## src/design/acl_pkg.sv

```systemverilog
// Constants and types for the serial configuration load block
package acl_pkg;
  localparam int CFG_W = 12;
  localparam int CODE_W = 12;
  localparam int FRAME_W = 16;
  localparam int CNT_W = 5;
  localparam logic [CNT_W-1:0] FRAME_CLKS = 5'h10;
  localparam logic [CNT_W-1:0] LOAD_EDGES = 5'h0C;
  localparam int LEAD_ZEROS = 2;
  localparam int COMMIT_POS = 11;
  localparam int SEQ_HI_POS = 10;
  localparam int CHAN_HI_POS = 7;
  localparam int CHAN_LO_POS = 6;
  localparam int PM_HI_POS = 5;
  localparam int PM_LO_POS = 4;
  localparam int SEQ_LO_POS = 3;
  localparam int SPAN_POS = 1;
  localparam int FMT_POS = 0;
  // Reset leaves the converter in normal power, channel 0, twos complement
  localparam logic [CFG_W-1:0] CFG_RESET = 12'h030;
  localparam logic [FRAME_W-1:0] OUT_RESET = 16'h0000;
  localparam logic [CODE_W-1:0] CODE_RESET = 12'h000;
  localparam logic [CNT_W-1:0] CNT_RESET = 5'h00;
  localparam logic [CNT_W-1:0] CNT_MAX = 5'h1F;

  typedef struct packed {
    logic commit;
    logic chan_order_ctrl_hi;
    logic [1:0] unused_hi;
    logic channel_sel_hi;
    logic channel_sel_lo;
    logic power_mode_hi;
    logic power_mode_lo;
    logic chan_order_ctrl_lo;
    logic unused_bit;
    logic span_sel;
    logic fmt_sel;
  } acl_cfg_t;

  typedef struct packed {
    logic [1:0] chan;
    logic [CODE_W-1:0] code;
  } acl_result_t;
endpackage : acl_pkg

```

## src/design/acl_sync.sv

```systemverilog
// Two-flop synchroniser for pin inputs
`timescale 1ns/100ps
`default_nettype none
module acl_sync #(
  parameter int W = 1,
  parameter logic [W-1:0] RESET_VAL = '0
) (
  // Clock and reset
  input wire logic core_clk,
  input wire logic rst_b,
  // Asynchronous level in, synchronised level out
  input wire logic [W-1:0] async_in,
  output logic [W-1:0] sync_out
);
  logic [W-1:0] meta;

  always_ff @(posedge core_clk or negedge rst_b) begin
    if (!rst_b) begin
      meta <= RESET_VAL;
      sync_out <= RESET_VAL;
    end else begin
      meta <= async_in;
      sync_out <= meta;
    end
  end
endmodule : acl_sync
`default_nettype wire

```

## src/design/acl_top.sv

```systemverilog
// Serial configuration load and result shift-out of a four-channel converter
`timescale 1ns/100ps
`default_nettype none
module acl_top
  import acl_pkg::*;
(
  // Clock and reset
  input wire logic core_clk,
  input wire logic rst_b,
  // Serial pins from the host
  input wire logic sclk,
  input wire logic din,
  input wire logic cs_b,
  // Serial result pin
  output logic dout,
  output logic dout_oe,
  // Converter core side
  input wire logic conv_done,
  input wire logic [CODE_W-1:0] conv_code,
  output logic conv_start,
  output logic [1:0] conv_chan,
  output logic conv_span_sel,
  // Configuration in force
  output acl_cfg_t cfg,
  // Frame status
  output logic frame_short
);
  // Raw core code is straight binary; twos complement flips the MSB
  function automatic logic [CODE_W-1:0] fmt_code(input logic [CODE_W-1:0] raw, input logic binary);
    fmt_code = binary ? raw : {~raw[CODE_W-1], raw[CODE_W-2:0]};
  endfunction : fmt_code

  function automatic logic [1:0] chan_of(input acl_cfg_t c);
    chan_of = {c.channel_sel_hi, c.channel_sel_lo};
  endfunction : chan_of

  // Level-change decode; the fall test serves the select and serial clock pins, the rise test only the select pin
  function automatic logic fell_now(input logic was, input logic now);
    fell_now = was & ~now;
  endfunction : fell_now

  function automatic logic rose_now(input logic was, input logic now);
    rose_now = ~was & now;
  endfunction : rose_now

  // Synchronised pins; sclk may run at most about a quarter of core_clk
  logic [2:0] pins_s;
  logic sclk_s;
  logic din_s;
  logic cs_b_s;
  logic sclk_q;
  logic cs_b_q;

  acl_sync #(
    .W(3),
    .RESET_VAL(3'h5)
  ) u_sync (
    .core_clk(core_clk),
    .rst_b(rst_b),
    .async_in({sclk, din, cs_b}),
    .sync_out(pins_s)
  );

  assign sclk_s = pins_s[2];
  assign din_s = pins_s[1];
  assign cs_b_s = pins_s[0];

  // Frame and edge decode
  wire frame_on = ~cs_b_s;
  wire cs_fall = fell_now(cs_b_q, cs_b_s);
  wire cs_rise = rose_now(cs_b_q, cs_b_s);
  wire sclk_drop = fell_now(sclk_q, sclk_s);
  // An sclk edge in the cycle that opens the frame belongs to no frame
  wire sclk_fall = sclk_drop & frame_on & ~cs_fall;

  // Edge counting and input capture
  logic [CNT_W-1:0] edge_cnt;
  logic [CFG_W-2:0] in_sr;
  logic [CNT_W-1:0] next_edge_cnt;
  logic [CFG_W-1:0] next_word;
  logic [CFG_W-2:0] next_in_sr;

  wire capture_edge = sclk_fall && (edge_cnt < LOAD_EDGES);
  wire last_load_edge = sclk_fall && (edge_cnt == LOAD_EDGES - 5'h01);
  assign next_word = {in_sr, din_s};
  wire commit_load = last_load_edge && next_word[COMMIT_POS];

  // Saturates, so an overlong frame cannot wrap back into the load window
  assign next_edge_cnt = cs_fall ? CNT_RESET :
                         (sclk_fall && edge_cnt != CNT_MAX) ? edge_cnt + 5'h01 : edge_cnt;
  // A fresh frame starts from a clean shifter, whatever the last one left
  assign next_in_sr = cs_fall ? {(CFG_W-1){1'b0}} :
                      capture_edge ? next_word[CFG_W-2:0] : in_sr;

  // Edge history resets to the idle pin levels, so release shows no false edge
  always_ff @(posedge core_clk or negedge rst_b) begin
    if (!rst_b) begin
      sclk_q <= 1'b1;
      cs_b_q <= 1'b1;
    end else begin
      sclk_q <= sclk_s;
      cs_b_q <= cs_b_s;
    end
  end

  always_ff @(posedge core_clk or negedge rst_b) begin
    if (!rst_b) begin
      edge_cnt <= CNT_RESET;
    end else begin
      edge_cnt <= next_edge_cnt;
    end
  end

  always_ff @(posedge core_clk or negedge rst_b) begin
    if (!rst_b) begin
      in_sr <= '0;
    end else begin
      in_sr <= next_in_sr;
    end
  end

  // Configuration register, never read back over the serial link
  // Bit 11 keeps the commit flag, so a loaded register always shows it set
  acl_cfg_t next_cfg;

  assign next_cfg = commit_load ? acl_cfg_t'(next_word) : cfg;

  always_ff @(posedge core_clk or negedge rst_b) begin
    if (!rst_b) begin
      cfg <= acl_cfg_t'(CFG_RESET);
    end else begin
      cfg <= next_cfg;
    end
  end

  // Conversion start and the settings it uses
  acl_cfg_t conv_cfg;
  acl_result_t last_result;
  acl_result_t next_result;

  always_ff @(posedge core_clk or negedge rst_b) begin
    if (!rst_b) begin
      conv_start <= 1'b0;
    end else begin
      conv_start <= cs_fall;
    end
  end

  // Settings are frozen at frame start, so a write inside the frame waits
  always_ff @(posedge core_clk or negedge rst_b) begin
    if (!rst_b) begin
      conv_cfg <= acl_cfg_t'(CFG_RESET);
    end else if (cs_fall) begin
      conv_cfg <= cfg;
    end
  end

  assign conv_chan = chan_of(conv_cfg);
  assign conv_span_sel = conv_cfg.span_sel;

  // Coding follows the settings of the conversion that made the result
  assign next_result = conv_done ?
                       acl_result_t'{chan: chan_of(conv_cfg), code: fmt_code(conv_code, conv_cfg.fmt_sel)} :
                       last_result;

  always_ff @(posedge core_clk or negedge rst_b) begin
    if (!rst_b) begin
      last_result <= '{chan: 2'h0, code: CODE_RESET};
    end else begin
      last_result <= next_result;
    end
  end

  // Result shift-out, loaded as the frame opens
  logic [FRAME_W-1:0] out_sr;
  logic [FRAME_W-1:0] next_out_sr;
  wire [FRAME_W-1:0] out_word = {{LEAD_ZEROS{1'b0}}, last_result.chan, last_result.code};

  assign next_out_sr = cs_fall ? out_word :
                       sclk_fall ? {out_sr[FRAME_W-2:0], 1'b0} : out_sr;

  always_ff @(posedge core_clk or negedge rst_b) begin
    if (!rst_b) begin
      out_sr <= OUT_RESET;
    end else begin
      out_sr <= next_out_sr;
    end
  end

  // The pin keeps its last bit between frames; only dout_oe marks it valid
  assign dout = out_sr[FRAME_W-1];
  assign dout_oe = frame_on;

  // A frame that closes before sixteen clocks is flagged for one cycle
  logic next_frame_short;

  assign next_frame_short = cs_rise && (edge_cnt < FRAME_CLKS);

  always_ff @(posedge core_clk or negedge rst_b) begin
    if (!rst_b) begin
      frame_short <= 1'b0;
    end else begin
      frame_short <= next_frame_short;
    end
  end
endmodule : acl_top
`default_nettype wire

```

## config.mk

```make
export PLATFORM = sky130hd
export DESIGN_NAME = acl_top
export DESIGN_NICKNAME = d
export VERILOG_FILES = /design/src/design/acl_pkg.sv /design/src/design/acl_sync.sv /design/src/design/acl_top.sv
export SDC_FILE = /design/constraint.sdc
export NUM_CORES = 1
export LEC_CHECK = 0
export CORE_ASPECT_RATIO = 1.25
export CORE_UTILIZATION = 40
export CTS_BUF_LIST = sky130_fd_sc_hd__clkbuf_4 sky130_fd_sc_hd__clkbuf_8 sky130_fd_sc_hd__clkbuf_16
export DETAILED_ROUTE_END_ITERATION = 8
export DONT_BUFFER_PORTS = 1
export PLACE_DENSITY = 0.54
export SKIP_LAST_GASP = 1
export SLEW_MARGIN = 20
export SYNTH_ARGS = -nofsm -noshare
export SYNTH_HDL_FRONTEND = slang
export SYNTH_SLANG_ARGS = --single-unit
```

## constraint.sdc

```tcl
create_clock -name core_clk -period 2.1 [get_ports core_clk]
set_clock_uncertainty 0.05 [all_clocks]
set_input_delay 0.21 -clock core_clk [delete_from_list [all_inputs] [get_ports core_clk]]
set_output_delay 0.21 -clock core_clk [all_outputs]
set_load 0.02 [all_outputs]
```

==> out/qor.yml, run 1 <==
dp_hpwl_mm: 3.36
leakagePower_nw: 1.55
synth_seq_area_share_pct: 63.8
finalMaxSlewViolations: 0
setup_tns_ps: 0
grt_usage_pct: 16.9
max_freq_mhz: 526
ff_latch_area_um2: 1810
syn_nets: 246
cp_max_fo: 12
wl_mm: 5.57
clkSinkCount: 72
rows: 34
n_fill_cell: 598
hold_class: "input pin to flop"
worst_path_largest_cell_delay_ps: 530
die-width_um: 77.4
synth_area_um2: 2840
h-tree-depth: 3
clk_pin_slew_ps: 70
cp.depth: 4
area_growth_pct: 21.1
cts_setup_buffers: 0
drv_cap: 0
via_per_inst: 5.09
crit_start: "sclk_q"
synth_edf_count: 0
multi_input_area_um2: 911
core_um2: 6930
async_reset_ff_share_pct: 100
p_per_area_nw_per_um2: 855
cts_buffers: 9
grt_pass1_wl_mm: 9.38
arrival_ps: 2070
synthXorXnorAreaFrac_pct: 0.617
fin_cells: 350
finalPower_mw: 2.94
crit_required_ps: 2270
dp.cells: 310
crit_family: "simple AND/OR/NAND/NOR gates"
cp-endpoint: "cfg[3]"
postRouteAntennaNets: 0
drc: 0
rr_endpoint: "cfg[3]"
via_count: 1780
path_cells: "or4b_1 -> nor3_4 -> buf_12 -> mux2_2"
worst_pin_slew_ps: 436
cts_buffer_depth: 2
synth-adder-area-share_pct: 0.881
synth_compound_area_share_pct: 9.91
gp_congestion: 0.747
synth_top_family_by_area: "multiplexers"
clock-root-buffer: "clkbuf_8"
initial_core_util_pct: 41.0
die_area_um2: 7440
synth-warning-count: 0
fp.dieH_um: 96.2
synthDistinctLibCells: 34
overflow: 0
rsz0062_at_grt: "no"
irDropWorstVdd_mv: 0.429
cp-end-kind: "flop"
nNetsFinal: 275
antenna_found_initial: 0
synth-simple-area-share_pct: 9.78
wl_met3_um: 215
startpoint_type: "flop"
dr_wl_met2_mm: 2.75
final_common_cell: "dfrtp_1"
mostFrequentLayoutCells: "dfrtp_1, mux2_2, nand2_1"
synth_flop_cell: "dfrtp_1"
setup_viol: 0
top_layer: "met4"
io_pins: 37
rr_worst_depth: 4
syn_inst: 226
clock_latency_ps: 340
synth.area.mux_share_pct: 10.7
status: "finished, final reports clean"
finalWorstSetupSlack_ps: 198
drive_above_1_share_pct: 23.8
wirelength_met1_mm: 2.47
r2r_start: "sclk_q"
finalCriticalPeriod_ps: 1900
hold_violations: 0
path_buf_inv: 1
portBuffers: 0
relSlewSlack_pct: 70.8
firstDrtPassIters: 4
fin_crit_sh_pct: 90.6
crit_type: "flop to flop"
grt_max_degree: 73
hold_start: "conv_code[11]"
first_iter_violations: 88
synth_seq_cells: 72
syn_avg_cell_area_um2: 12.6
num_antenna_cells: 0
cts_tree: "built"
place_ws_ps: 188
cpMaxStageDelayCell: "dfstp_2"
rrSetupSlack_ps: 200
grt_pass1_vias: 1885
wl_per_cell_um: 15.9
worst register-to-register path: stages (launching register included):
cell and delay (ps):
dfstp_2 530, or4b_1 500, nor3_4 220, buf_12 160
mux2_2 330
area by class of cell:
class,instances,area share [%]
Clock inverter,3,1.89
Timing Repair Buffer,32,9.60
Clock buffer,13,4.66
Sequential cell,72,52.7
Multi-Input combinational cell,127,26.5
Tap cell,90,3.27
Inverter,13,1.42
flip-flops by register name, summed over array words and instances, names as in the netlist:
signal,cells
cfg,12
conv_cfg,1
conv_chan,2
conv_span_sel,1
conv_start,1
cs_b_q,1
edge_cnt,5
frame_short,1
in_sr,11
last_result,14
out_sr,16
sclk_q,1
u_sync.meta,3
u_sync.sync_out,3
metal layers:
layer  GRT usage [%]  vias up
li1                -      847
met1            20.7      885
met2            27.1       38
met3            4.74       10
met4            9.59        0
met5               0        -
how the worst min path moves through the flow:
stage | end | slack (ps) | depth (start not counted)
after floorplan | cfg[0] | -140 | 0
after global placement | last_result[5] | -130 | 0
after detailed placement | last_result[4] | -130 | 0
after CTS | last_result[11] | 60 | 2
after global routing | last_result[11] | 70 | 2
final | last_result[11] | 70 | 2
synth_stat cells (all sizes together), types with 2 or more instances:
library cell,instances,area [um2]
a221o,6,60.1
a22o,3,26.3
a22oi,7,52.6
and3,2,12.5
buf,5,41.3
clkbuf,9,33.8
dfrtp,64,1600
dfstp,8,210
ha,2,25.0
inv,13,48.8
mux2,26,293
nand2,24,90.1
nand2b,2,12.5
nand4,11,68.8
nor2,7,26.3
nor3,2,21.3
o21ai,21,105
xnor2,2,17.5
report_power, final:
part           leakage [nW]  internal, mW  switching, mW
combinational         0.508         0.106         0.0970
sequential            0.924          1.47         0.0442
clock                 0.118         0.740          0.485
kinds of logic after synthesis:
kind of cell               Yosys count
muxes                               27
and+or+nand+nor                     54
adders and majority gates            2
xor gates and xnor gates             2
DFF                                 72
buffers and inverters               27
AOI/OAI and AO/OA                   42
per-stage QoR:
step           util, %  area (um2)  hold slack, ps
6_report          49.6        3440            72.8
5_1_grt           49.6        3440            70.0
4_1_cts           49.6        3440            58.5
3_5_place_dp      42.6        2960            -133
3_3_place_gp      42.6        2960            -134
2_1_floorplan        -        2840            -136
timing repair:
item,CTS,global route
resized for setup,0,0
hold buffers,24,0
endpoints found under the hold margin,89,0
setup endpoints to repair,0,0
(Power assumes the default switching activity.)
==> run 2: changes to the inputs <==
- ABC_AREA: not set -> 1
==> out/qor.yml, run 2 <==
syn_inst: 318  # was 226
relSlewSlack_pct: 67.2  # was 70.8%
syn_avg_cell_area_um2: 9.15  # was 12.6 um2
initial_core_util_pct: 41.7  # was 41.0%
die-width_um: 78.3  # was 77.4 um
synth_top_area_cell: "dfrtp_1"  # unchanged
num_antenna_cells: 0  # unchanged
whs_endpoint: "last_result[11]"  # unchanged
synth_seq_cells: 72  # unchanged
worst_path_largest_cell_delay_ps: 410  # was 530 ps
seqPwrFrac_pct: 50.6  # was 51.4%
finalMaxSlewViolations: 0  # unchanged
via_count: 2074  # was 1780
rrSetupSlack_ps: 410  # was 200 ps
p_per_area_nw_per_um2: 881  # was 855 nW/um2
synthTopCellsByCount: "nand2_1, dfrtp_1, nand3_1, inv_1, dfstp_2"  # was dfrtp_1, mux2_2, nand2_1, o21ai_0, inv_1
largest_register_ffs: 16  # unchanged
largest-register: "out_sr"  # unchanged
holdPathStages: 2  # unchanged
worst_pin_slew_ps: 490  # was 436 ps
cts_buffers: 9  # unchanged
cp_max_fo: 6  # was 12
grt_usage_pct: 16.5  # was 16.9%
p_comb_share_pct: 5.6  # was 6.9%
h-tree-depth: 3  # unchanged
mostFrequentLayoutCells: "nand2_1, dfrtp_1, nand3_1"  # was dfrtp_1, mux2_2, nand2_1
leakagePower_nw: 1.76  # was 1.55 nW
rows: 34  # unchanged
cts_setup_buffers: 0  # unchanged
portBuffers: 0  # unchanged
postRouteAntennaNets: 0  # unchanged
cts_tree: "built"  # unchanged
largest_registers: "out_sr: 16 flops, last_result: 14 flops, cfg: 12 flops"  # unchanged
syn_nets: 338  # was 246
die_area_um2: 7620  # was 7440 um2
grt_pass1_vias: 2064  # was 1885
hold_start: "conv_code[11]"  # unchanged
max_freq_mhz: 592  # was 526 MHz
via_per_inst: 4.83  # was 5.09
startpoint_type: "flop"  # unchanged
cts_hold_buffers: 17  # was 24
synth.most_common_cell: "nand2_1"  # was dfrtp_1
crit_type: "flop to flop"  # unchanged
grt_max_degree: 73  # unchanged
firstDrtPassIters: 4  # unchanged
drc: 0  # unchanged
irDropWorstVdd_mv: 0.598  # was 0.429 mV
nNetsFinal: 354  # was 275
crit_required_ps: 2330  # was 2270 ps
rr_endpoint: "edge_cnt[0]"  # was cfg[3]
synth-warning-count: 0  # unchanged
setup_tns_ps: 0  # unchanged
rr_worst_depth: 8  # was 4
drive_above_1_share_pct: 11.2  # was 23.8%
cpMaxStageDelayCell: "dfrtp_1"  # was dfstp_2
p_clk_share_pct: 43.8  # was 41.7%
cts-resized-gates: 0  # unchanged
gp_congestion: 0.727  # was 0.747
synth_top_area_share_pct: 55.1  # was 56.4%
arrival_ps: 1920  # was 2070 ps
first_iter_violations: 111  # was 88
overflow: 0  # unchanged
dp_hpwl_mm: 3.38  # was 3.36 mm
fin_util_pct: 48.4  # was 49.6%
hold_violations: 0  # unchanged
wl_mm: 5.54  # was 5.57 mm
grt_pass1_wl_mm: 9.63  # was 9.38 mm
core_um2: 6980  # was 6930 um2
fin_crit_sh_pct: 80.5  # was 90.6%
wl_per_cell_um: 12.9  # was 15.9 um
synth_edf_count: 0  # unchanged
cts_buffer_depth: 2  # unchanged
clock_latency_ps: 340  # about the same
rsz0062_at_grt: "no"  # unchanged
switchingPower_mw: 0.651  # was 0.626 mW
io_pins: 37  # unchanged
async_reset_ff_share_pct: 100  # unchanged
synth_flop_cell: "dfrtp_1"  # unchanged
finalCriticalPeriod_ps: 1690  # was 1900 ps
synth_seq_area_share_pct: 62.3  # was 63.8%
ys_top_cells_by_area: "dfrtp_1, nand2_1, nand3_1"  # was dfrtp_1, mux2_2, dfstp_2
antenna_found_initial: 0  # unchanged
clk_pin_slew_ps: 80  # was 70 ps
area_growth_pct: 16.0  # was 21.1%
drv_cap: 0  # unchanged
setup_viol: 0  # unchanged
fp.dieH_um: 97.3  # was 96.2 um
synthDistinctLibCells: 21  # was 34
cp-end-kind: "flop"  # unchanged
final_common_cell: "nand2_1"  # was dfrtp_1
p_int_mw: 2.32  # was 2.31 mW
r2r_start: "edge_cnt[0]"  # was sclk_q
clock-root-buffer: "clkbuf_8"  # unchanged
hold_class: "input pin to flop"  # unchanged
path_cells: "ha_1 -> and3_1 -> ha_1 -> inv_1 -> nand3_1 -> inv_1 -> nand2_1 -> nand2_1"  # was or4b_1 -> nor3_4 -> buf_12 -> mux2_2
clkSinkCount: 72  # unchanged
p_sw_share_pct: 21.9  # was 21.3%
status: "finished, final reports clean"  # unchanged
synth_area_um2: 2910  # was 2840 um2
==> run 2: cell types whose count changed after synthesis, moves of 5 or more <==
cell	previous run	this run
nand2_1	24	144
nand3_1	1	53
mux2_2	26	0
o21ai_0	20	4
nand4_1	11	0
a22oi_1	7	0
a221o_1	6	0
buf_2	0	5
clkbuf_1	9	4
nor2_1	7	2
==> run 2: power groups by stage <==
stage	Clock, mW	Sequential [mW]	Combinational [mW]
after floorplan	0	1.52	0.0966
after global placement	0	1.53	0.108
after detailed placement	0	1.53	0.111
after CTS	1.34	1.50	0.172
after global routing	1.41	1.51	0.196
final	1.30	1.50	0.167
==> run 2: critical path: cells and delay by family (launching register included) <==
| family | cells | cell delay (ps) |
|---|---|---|
| fa+ha+maj | 2 | 420 |
| buf+inv | 2 | 240 |
| flops | 1 | 410 |
| simple gates | 4 | 510 |
==> run 2: layout make-up <==
class | count | area, um2
clock buffer | 10 | 131
multi-input combinational | 215 | 933
clock inverter | 6 | 108
fill | 695 | 3600
inverter | 14 | 52.6
sequential | 72 | 1810
timing repair buffer | 22 | 225
tap | 90 | 113
==> run 2: kinds of logic (layout without fill, tap and decap cells) <==
group / Yosys count / count (layout) / share of synthesized area (%)
fa+ha+maj: 2 / 2 / 0.860
compound gates: 5 / 5 / 0.860
xor+xnor: 3 / 3 / 0.903
flops: 72 / 72 / 62.3
simple gates: 205 / 205 / 29.5
buf+inv: 31 / 52 / 5.63
==> run 2: how the worst max path moves through the flow <==
stage,startpoint,end,slack (ps),cells past startpoint
3_3_place_gp,edge_cnt[0],edge_cnt[4],430,8
5_1_grt,edge_cnt[0],edge_cnt[0],280,8
6_report,edge_cnt[0],edge_cnt[0],410,8
3_5_place_dp,edge_cnt[0],edge_cnt[0],430,8
4_1_cts,edge_cnt[0],edge_cnt[0],410,8
2_1_floorplan,edge_cnt[0],edge_cnt[0],590,8
==> run 2: layer usage <==
| layer | vias up | track usage, % | part of all wire (%) |
|---|---|---|---|
| met5 | - | 0 | 0 |
| met1 | 991 | 21.0 | 47 |
| met4 | 0 | 6.84 | 1.4 |
| met2 | 47 | 26.0 | 48 |
| li1 | 1029 | - | - |
| met3 | 7 | 5.07 | 3.8 |
==> run 2: metrics by stage <==
stage / cell area (um2) / worst slack, ps / power (mW) / cells / hold slack, ps
floorplan: 2910 / 589 / 1.62 / 318 / -136
global placement: 2950 / 427 / 1.64 / 396 / -134
detailed placement: 2950 / 432 / 1.64 / 396 / -133
CTS: 3370 / 412 / 3.01 / 429 / 5.52
global route: 3370 / 275 / 3.11 / 429 / 49.2
finish: 3370 / 410 / 2.97 / 429 / 19.2
==> run 3: changes to the inputs <==
- PLACE_DENSITY: 0.54 -> 0.52
- clock period: 2.1 -> 1.75 ns (I/O delays scaled with it)
==> out/qor.yml, run 3 (synthesized netlist as in run 2, its figures left out) <==
initial_core_util_pct: 41.7  # unchanged
wl_mm: 5.51  # was 5.54 mm
core_um2: 6980  # unchanged
status: "complete, but fails checks"  # was finished, final reports clean
overflow: 0  # unchanged
path_buf_inv: 2  # unchanged
portBuffers: 0  # unchanged
dp.cells: 397  # was 396
violations: "hold timing"
first_iter_violations: 124  # was 111
crit_family: "simple AND/OR/NAND/NOR gates"  # unchanged
setup_viol: 0  # unchanged
h-tree-depth: 3  # unchanged
largest_register_ffs: 16  # unchanged
largest-register: "out_sr"  # unchanged
wl_per_cell_um: 12.8  # was 12.9 um
fin_util_pct: 47.6  # was 48.4%
clk_pin_slew_ps: 80  # about the same
die-width_um: 78.3  # unchanged
finalMaxSlewViolations: 0  # unchanged
leakagePower_nw: 1.73  # was 1.76 nW
io_pins: 37  # unchanged
gp_congestion: 0.705  # was 0.727
cts_setup_buffers: 0  # unchanged
max_freq_mhz: 631  # was 592 MHz
worst_path_largest_cell_delay_ps: 410  # about the same
finalPower_mw: 3.29  # was 2.97 mW
crit_required_ps: 1980  # was 2330 ps
drv_cap: 0  # unchanged
cts_tree: "built"  # unchanged
cp_max_fo: 6  # unchanged
rr_worst_depth: 8  # unchanged
fp.dieH_um: 97.3  # unchanged
r2r_start: "edge_cnt[0]"  # unchanged
dp_hpwl_mm: 3.31  # was 3.38 mm
cp-end-kind: "flop"  # unchanged
hold_violations: 72  # was 0
rows: 34  # unchanged
relSlewSlack_pct: 66.3  # was 67.2%
cpMaxStageDelayCell: "dfrtp_1"  # unchanged
whs_ps: -531  # was 19.2 ps
fin_cells: 429  # unchanged
grt_max_degree: 73  # unchanged
cts_hold_buffers: 16  # was 17
n_fill_cell: 700  # was 695
via_count: 2039  # was 2074
rsz0062_at_grt: "no"  # unchanged
cts_buffers: 9  # unchanged
setup_tns_ps: 0  # unchanged
path_cells: "ha_1 -> and3_1 -> ha_1 -> inv_1 -> nand3_2 -> inv_2 -> nand2_1 -> nand2_1"  # was ha_1 -> and3_1 -> ha_1 -> inv_1 -> nand3_1 -> inv_1 -> nand2_1 -> nand2_1
nNetsFinal: 354  # unchanged
rrSetupSlack_ps: 170  # was 410 ps
die_area_um2: 7620  # unchanged
drc: 0  # unchanged
area_growth_pct: 14.2  # was 16.0%
arrival_ps: 1810  # was 1920 ps
p_per_area_nw_per_um2: 990  # was 881 nW/um2
grt_pass1_vias: 2097  # was 2064
grt_usage_pct: 16.9  # was 16.5%
rr_endpoint: "edge_cnt[1]"  # was edge_cnt[0]
grt_pass1_wl_mm: 9.91  # was 9.63 mm
clock_latency_ps: 340  # about the same
via_per_inst: 4.75  # was 4.83
clkSinkCount: 72  # unchanged
num_antenna_cells: 0  # unchanged
hold_class: "input pin to asynchronous set/reset pin"  # was input pin to flop
worst_pin_slew_ps: 504  # was 490 ps
irDropWorstVdd_mv: 0.441  # was 0.598 mV
largest_registers: "out_sr: 16 flops, last_result: 14 flops, cfg: 12 flops"  # unchanged
antenna_found_initial: 0  # unchanged
firstDrtPassIters: 4  # unchanged
mostFrequentLayoutCells: "nand2_1, dfrtp_1, nand3_1"  # unchanged
clock-root-buffer: "clkbuf_8"  # unchanged
crit_type: "flop to flop"  # unchanged
final_common_cell: "nand2_1"  # unchanged
postRouteAntennaNets: 0  # unchanged
fin_crit_sh_pct: 90.6  # was 80.5%
drive_above_1_share_pct: 12.1  # was 11.2%
finalCriticalPeriod_ps: 1580  # was 1690 ps
startpoint_type: "flop"  # unchanged
cts_buffer_depth: 2  # unchanged
## run 3: layer usage
layer  GRT usage, %  vias to the layer above  part of all wire, %
met1           21.8                      962                   48
met3           3.66                       11                  3.3
li1               -                     1031                    -
met2           26.3                       35                   47
met5              0                        -                    0
met4           8.97                        0                  2.4
## run 3: where the power goes
group	internal [mW]	switching, mW	total, mW	leakage [nW]
combinational	0.0701	0.0936	0.164	0.694
sequential	1.75	0.0474	1.80	0.934
clock	0.723	0.599	1.32	0.107
## run 3: cell type report
class	instances	area (um2)	area share, %
well taps	90	113	3.39
repair buffers	22	205	6.18
flip-flops and latches	72	1810	54.6
multi-input cells	215	941	28.3
clock inverters	4	45.0	1.36
clock buffers	12	153	4.60
inverters	14	52.6	1.58
## run 3: through the flow
stage,instance area [um2],worst slack (ps)
floorplan,2910,239
global placement,2960,146
detailed placement,2960,66.5
CTS,3310,52.0
global route,3320,50.7
finish,3320,165
## run 3: worst max path at each step
stage	cells past startpoint	end	start
2_1_floorplan	8	edge_cnt[0]	edge_cnt[0]
3_3_place_gp	8	edge_cnt[4]	edge_cnt[0]
3_5_place_dp	8	edge_cnt[1]	edge_cnt[0]
4_1_cts	8	edge_cnt[1]	edge_cnt[0]
5_1_grt	8	edge_cnt[4]	edge_cnt[0]
6_report	8	edge_cnt[1]	edge_cnt[0]
## run 3: repair_timing
item | 4_1_cts | 5_1_grt
gates resized for setup | 0 | 3
setup endpoints to repair | 0 | 7
hold endpoints to repair | 89 | 72
